`config.mk`:
```
export PLATFORM = sky130hd
export DESIGN_NAME = padc_port
export DESIGN_NICKNAME = d
export VERILOG_FILES = /design/src/design/padc_fifo.v /design/src/design/padc_port.v
export VERILOG_INCLUDE_DIRS = /design/src /design/src/design
export SDC_FILE = /design/constraint.sdc
export NUM_CORES = 1
export LEC_CHECK = 0
export BUFFER_PORTS_ARGS = -buffer_cell sky130_fd_sc_hd__buf_4
export CAP_MARGIN = 20
export CELL_PAD_IN_SITES_DETAIL_PLACEMENT = 0
export CELL_PAD_IN_SITES_GLOBAL_PLACEMENT = 1
export CORE_UTILIZATION = 45
export CTS_CLUSTER_DIAMETER = 150
export DETAILED_ROUTE_END_ITERATION = 10
export PLACE_DENSITY = 0.79
export SYNTH_ARGS = -nofsm -noshare
export SYNTH_HDL_FRONTEND = slang
export SYNTH_HIERARCHICAL = 1
export SYNTH_SLANG_ARGS = --single-unit
```
`constraint.sdc`:
```
create_clock -name clk -period 6.7 [get_ports clk]
set_input_delay 0.67 -clock clk [delete_from_list [all_inputs] [get_ports clk]]
set_output_delay 0.67 -clock clk [all_outputs]
set_load 0.005 [all_outputs]
```
`src/design/padc_map.vh`:
```
// constants for the pipelined converter output port
`ifndef PADC_MAP_VH
`define PADC_MAP_VH
`define PADC_RES_W 12
`define PADC_LATENCY 7
`define PADC_FIFO_DEPTH 16
`define PADC_MSB 11
`define PADC_LSB 0
`define PADC_CODE_MIDSCALE 12'h800
`define PADC_CODE_ZERO 12'h000
`endif

```
`src/design/padc_fifo.v`:
```
// small flop fifo with valid/ready on both sides
`timescale 1ns/1ns
`default_nettype none
module padc_fifo #(
  parameter W = 12,
  parameter DEPTH = 16,
  parameter AW = 4
)(
  // clock and reset
  input wire clk,
  input wire rst,
  // fill side
  input wire in_valid,
  output wire in_ready,
  input wire [W-1:0] in_data,
  // drain side
  output wire out_valid,
  input wire out_ready,
  output wire [W-1:0] out_data
);
  reg [W-1:0] mem_q [0:DEPTH-1];
  reg [AW-1:0] wr_q;
  reg [AW-1:0] rd_q;
  reg [AW:0] cnt_q;
  localparam [AW:0] FULL_CNT = DEPTH;
  wire push;
  wire pop;
  assign in_ready = (cnt_q != FULL_CNT);
  assign out_valid = (cnt_q != {(AW+1){1'b0}});
  assign out_data = mem_q[rd_q];
  assign push = in_valid && in_ready;
  assign pop = out_valid && out_ready;
  always @(posedge clk)
  begin
    if (push)
      mem_q[wr_q] <= in_data;
    if (rst)
    begin
      wr_q <= {AW{1'b0}};
      rd_q <= {AW{1'b0}};
      cnt_q <= {(AW+1){1'b0}};
    end
    else
    begin
      if (push)
        wr_q <= wr_q + 1'b1;
      if (pop)
        rd_q <= rd_q + 1'b1;
      if (push && !pop)
        cnt_q <= cnt_q + 1'b1;
      else if (pop && !push)
        cnt_q <= cnt_q - 1'b1;
    end
  end
endmodule
`default_nettype wire

```
`src/design/padc_port.v`:
```
// output side of the pipelined 12-bit converter
// Operation
// sample taken on each conversion clock rise
// result appears seven cycles after sampling
// output disable high floats all outputs
// shutdown with outputs enabled holds last word
// results coded in offset binary
// bit zero lsb, bit eleven msb
// shutdown high stops conversion, low converts
// data valid only while disable is low
// receiver drops seven words after start
`timescale 1ns/1ns
`default_nettype none
`include "padc_map.vh"
module padc_port #(
  parameter W = `PADC_RES_W,
  parameter LATENCY = `PADC_LATENCY,
  parameter DEPTH = `PADC_FIFO_DEPTH
)(
  // clock and reset
  input wire clk,
  input wire rst,
  // quantizer side: signed sample from the analog pipeline
  input wire [W-1:0] sample_twos,
  // pins
  input wire output_disable_n_pin,
  input wire shutdown_request,
  // result bus, two signals per pin
  output reg [W-1:0] conversion_result_bus,
  output reg [W-1:0] conversion_result_oe_n,
  // data tap through the fifo
  output wire tap_valid,
  input wire tap_ready,
  output wire [W-1:0] tap_data,
  output reg tap_overrun
);
  // pin synchronisers
  reg dis_s1_q;
  reg dis_s2_q;
  reg sd_s1_q;
  reg sd_s2_q;
  reg [W-1:0] pipe_q [0:LATENCY-1];
  reg [LATENCY-1:0] vld_q;
  reg [W-1:0] word_d;
  wire fifo_in_ready;
  wire fifo_out_valid;
  wire [W-1:0] fifo_out_data;
  integer i;

  // signed to offset binary: flip the sign bit
  function [W-1:0] to_offset;
    input [W-1:0] v;
    begin
      to_offset = {~v[W-1], v[W-2:0]};
    end
  endfunction

  always @(posedge clk)
  begin
    dis_s1_q <= output_disable_n_pin;
    dis_s2_q <= dis_s1_q;
    sd_s1_q <= shutdown_request;
    sd_s2_q <= sd_s1_q;
  end

  // pipeline: one stage per clock, stage LATENCY-2 feeds the bus register, which is the output latch
  always @(posedge clk)
  begin
    if (rst)
    begin
      vld_q <= {LATENCY{1'b0}};
      for (i = 0; i < LATENCY; i = i + 1)
        pipe_q[i] <= `PADC_CODE_MIDSCALE;
    end
    else if (!sd_s2_q)
    begin
      pipe_q[0] <= to_offset(sample_twos);
      vld_q <= {vld_q[LATENCY-2:0], 1'b1};
      for (i = 1; i < LATENCY; i = i + 1)
        pipe_q[i] <= pipe_q[i-1];
    end
    else
      vld_q <= {LATENCY{1'b0}}; // flushed: first words after wake are junk
  end

  always @*
  begin
    word_d = conversion_result_bus;
    if (!sd_s2_q)
      word_d = pipe_q[LATENCY-2]; // with the bus flop, seven edges
  end

  // bus register freezes during shutdown; oe low means driving
  always @(posedge clk)
  begin
    if (rst)
    begin
      conversion_result_bus <= `PADC_CODE_MIDSCALE;
      conversion_result_oe_n <= {W{1'b1}};
      tap_overrun <= 1'b0;
    end
    else
    begin
      conversion_result_bus <= word_d;
      conversion_result_oe_n <= {W{dis_s2_q}};
      if (!sd_s2_q && vld_q[LATENCY-2] && !fifo_in_ready)
        tap_overrun <= 1'b1; // sticky; stream cannot stall the analog pipe
    end
  end

  padc_fifo #(
    .W(W),
    .DEPTH(DEPTH),
    .AW(4)
  ) u_fifo (
    .clk(clk),
    .rst(rst),
    .in_valid(!sd_s2_q && vld_q[LATENCY-2]),
    .in_ready(fifo_in_ready),
    .in_data(pipe_q[LATENCY-2]),
    .out_valid(fifo_out_valid),
    .out_ready(tap_ready),
    .out_data(fifo_out_data)
  );
  assign tap_valid = fifo_out_valid;
  assign tap_data = fifo_out_data;
endmodule
`default_nettype wire

```
# Yosys cells after proc, flatten, opt, wreduce, memory -nomap -nowiden
# Memory sizes are Yosys's and may differ from the RTL's. A register that Yosys moved wholly into a read port is not among the register bits.
# Cells that the tools add are included.
# classes
addsub,4
eq_ne,1
muxes,19
n_bitwise,8
n_reduce_logical,13
# ops
op,n
$mux 12,7
$mux 5,2
$add 4x1->4 const B,2
$mux 1,8
$mux 4,2
$or 1x1->1,7
$logic_and 1x1->1,6
$add 5x1->5 const B,1
$ne 5x5->1 const B,1
$reduce_bool 5->1,1
$sub 5x1->5 const B,1
$logic_not 1->1,4
$reduce_bool 2->1,1
$reduce_or 2->1,1
$not 1->1,1
# word_totals
ff_bits,37
ram_bits,276
input_bits,17
out_inout_bits,38
word_cells,59
memories,2
# mem_list
memory,depth,width,read_ports,rd_ports_with_merged_regs,write_ports,line_no,rtl
u_fifo.mem_q,16,12,1,1,1,padc_fifo.v:21,reg [W-1:0] mem_q [0:DEPTH-1];
pipe_q,7,12,6,0,7,padc_port.v:42,reg [W-1:0] pipe_q [0:LATENCY-1];

# Longest topological paths before layout
# depth
ltp_word,7
mapped_depth,11
ltp_nobuf,10

# Hierarchy
# Netlist, hierarchy kept.
# by_module_without_submodules
module,instances,cells_each,area_per_inst_um2,seq_area_each_um2
padc_fifo,1,407,8144.1,6105.9
padc_port,1,226,3489.6,2642.5

# Worst setup path after synthesis
# OpenSTA, ideal clock, no wires.
# synth_path
kind,input-to-reg
start,in rst
end,"mem pipe_q[0][0], enable pin"
setup_ns,0.432
arrival_time_ns,2.414
required_ns,6.268
path_slack_ns,3.853
path_stages,3
cell_sequence,buf_2 > inv_1 > nand2_1
# synth_lines
item,line_no,rtl
start: declaration,padc_port.v:22,"input wire rst,"
end: declaration,padc_port.v:42,

==> results.ini <==
[outcome]
status = completed

[run]
maxCapViolations = 0

[timing]
tightest_slew_ps = 1040
rsz0062_at_grt = no
fin_crit_sh = 0.569
setup-tns-final_ps = 0
slew_violations = 0
timing.hold.ws_ps = 236
worst_slew_margin_rel = 0.305
skew_ps = 27.0
setup_viol = 0
fmax_ghz = 0.263
period_minus_slack_ps = 3810
final-hold-violation-count = 0

[final_layout]
nNetsFinal = 718
antenna_cells_inserted = 0
final_common_cell = edfxtp_1
drive_above_1_share = 0.255
final_area_um2 = 13300
mostFrequentLayoutCells = edfxtp_1, and2_1, buf_4
area_growth_pct = 14.7
final_core_util = 0.529
nFillCells = 1945

[global_routing]
grt_max_degree = 74
grtUsageTotal = 0.154
gr-total-overflow = 0
grt_pass1_wl_mm = 31.4
antenna_found_initial = 0
grt_pass1_vias = 5596

[critical_path]
cp-end-kind = output port
cp.required_ps = 6030
arrival_ps = 3140
critPathKind = reg2out
startpoint_type = flip-flop
path_max_fanout = 25
r2r.worst_path.cells = 10
r2r_slack_ps = 3650

[synthesis]
post_synth_instance_area_um2 = 11600
async_flop_share = 0
yosysTopAreaCell = edfxtp_1
seq_area_frac_synth = 0.752
syn_inst = 633
synth_edf_count = 264
netlist.area_leader.share = 0.681
yosys_most_used_dff = edfxtp_1
avgSynthCellArea_um2 = 18.4
synth_fp_nets = 660
synthTopCellsByArea = edfxtp_1, mux4_2, dfxtp_1, and2_1, a22oi_1
yosysUniqueCellTypes = 41
ys_ff_latch = 305
yosysWarnings = 6

[min_path]
hp-class = in2reg
worstHoldPathCells = 1

[clock_tree]
holdBufCountCts = 0
cts_sinks = 305
cts_tree = built
post_cts_buffers = 0
clk_pin_slew_ps = 60
ctsLongestPathBuffers = 3
clkLatencyLatePin_ps = 550
post_cts_resized = 0
h-tree-depth = 1
cts_buffers = 29
root_buffer = clkbuf_16

[pwr]
p_clk_frac = 0.388
power_density_nw_per_um2 = 320
p_sw_uw = 935
switching_share = 0.219
pwr-share-seq = 0.509
p_int_uw = 3340
p_comb_frac = 0.104
irDropWorstVdd_mv = 0.224
leakage_uw = 0.00462

[placement]
dp_hpwl_mm = 11.9
numPortBuffers = 54
gp_congestion = 0.715
placed_cell_area_um2 = 12300

[floorplan]
die-area_um2 = 26500
core_um2 = 25300
initial_utilization = 0.461
num_rows = 58
die_h_um = 163
die_w_um = 163
io-pin-count = 55

[route]
routed_wl_mm = 19.7
drc = 0
drt.antenna.violating_nets = 0
via_per_inst = 5.27
first_iter_violations = 368
via_count = 5503
wire_per_inst_um = 18.9
dr.pass1.iters = 4

cells in the mapped netlist (2+ instances only):
library cell and count:
a22oi_1 24, mux4_2 48, buf_4 14, nor3b_1 2, o211ai_1 3, and2_2 4, clkbuf_2 6, or3_1 6
and2_1 76, dfxtp_1 41, a21oi_1 5, xnor2_1 3, mux2i_1 14, nand2_1 20, buf_2 7, ha_1 9
nor2b_1 3, nor2_1 33, nand3_1 2, xor2_1 5, clkbuf_1 10, inv_1 9, edfxtp_1 264, nor4_1 6
buf_1 2, o21ai_4 2
path summary, 6_finish.rpt:
kind / from / end
worst max-delay path: flip-flop / tap_data[2]
worst min-delay path: output_disable_n_pin / dis_s1_q
worst max register to register: u_fifo/cnt_q[0] / u_fifo/cnt_q[4]
worst min register to register: sd_s1_q / sd_s2_q
metal layers:
| metal | part of all wire | vias up | GRT usage | routed length, um |
|---|---|---|---|---|
| met1 | 0.42 | 2802 | 0.208 | 8220 |
| li1 | - | 2524 | - | - |
| met4 | 0.013 | 0 | 0.0310 | 259 |
| met3 | 0.071 | 26 | 0.0341 | 1400 |
| met2 | 0.50 | 151 | 0.258 | 9840 |
| met5 | 0 | - | 0 | 0 |
stage by stage:
stage               worst slack (ps)  power [uW]  instances
floorplan                       3850        2540        633
global placement                3460        2640        985
detailed placement              3380        2670        985
CTS                             2770        4320       1039
global route                    2610        4440       1044
finish                          2890        4280       1044
logic make-up after synthesis:
| logic type | after synthesis | share of synthesized area |
|---|---|---|
| AO/OA/AOI/OAI | 38 | 0.0251 |
| multiplexers | 63 | 0.106 |
| flip-flops | 305 | 0.752 |
| XOR/XNOR | 8 | 0.00602 |
| AND/OR/NAND/NOR | 158 | 0.0752 |
| adder cells (fa/ha/maj) | 10 | 0.0114 |
| buffers and inverters | 51 | 0.0244 |
worst max-delay path: stages (launching register included):
cell,delay (ps)
dfxtp_2,900
buf_4,560
mux4_2,570
a22oi_1,290
nand2_1,100
buf_4,150
cell type report:
cell class                 instances  area [um2]  share of cell area
tap                              330         413              0.0309
inverter                          10        37.5             0.00281
timing repair buffer              68         531              0.0397
clock inverter                    22         241              0.0181
sequential                       305        8750               0.656
multi-input combinational        277        2640               0.198
clock buffer                      32         737              0.0552
state kept, by name, summed over array words and instances, names as in the netlist, 4 cells and up, named ones only:
name,count
vld_q,6
u_fifo/cnt_q,5
u_fifo/mem_q,192
u_fifo/wr_q,4
u_fifo/rd_q,4
conversion_result_bus,12
pipe_q,72
power by group through the flow:
| stage | Combinational, uW | Sequential (uW) | Clock [uW] |
|---|---|---|---|
| 2_1_floorplan | 359 | 2180 | 0 |
| 3_3_place_gp | 432 | 2210 | 0 |
| 3_5_place_dp | 446 | 2220 | 0 |
| 4_1_cts | 448 | 2180 | 1690 |
| 5_1_grt | 484 | 2190 | 1770 |
| 6_report | 443 | 2180 | 1660 |
No activity file was read; power rests on OpenSTA's default activity.
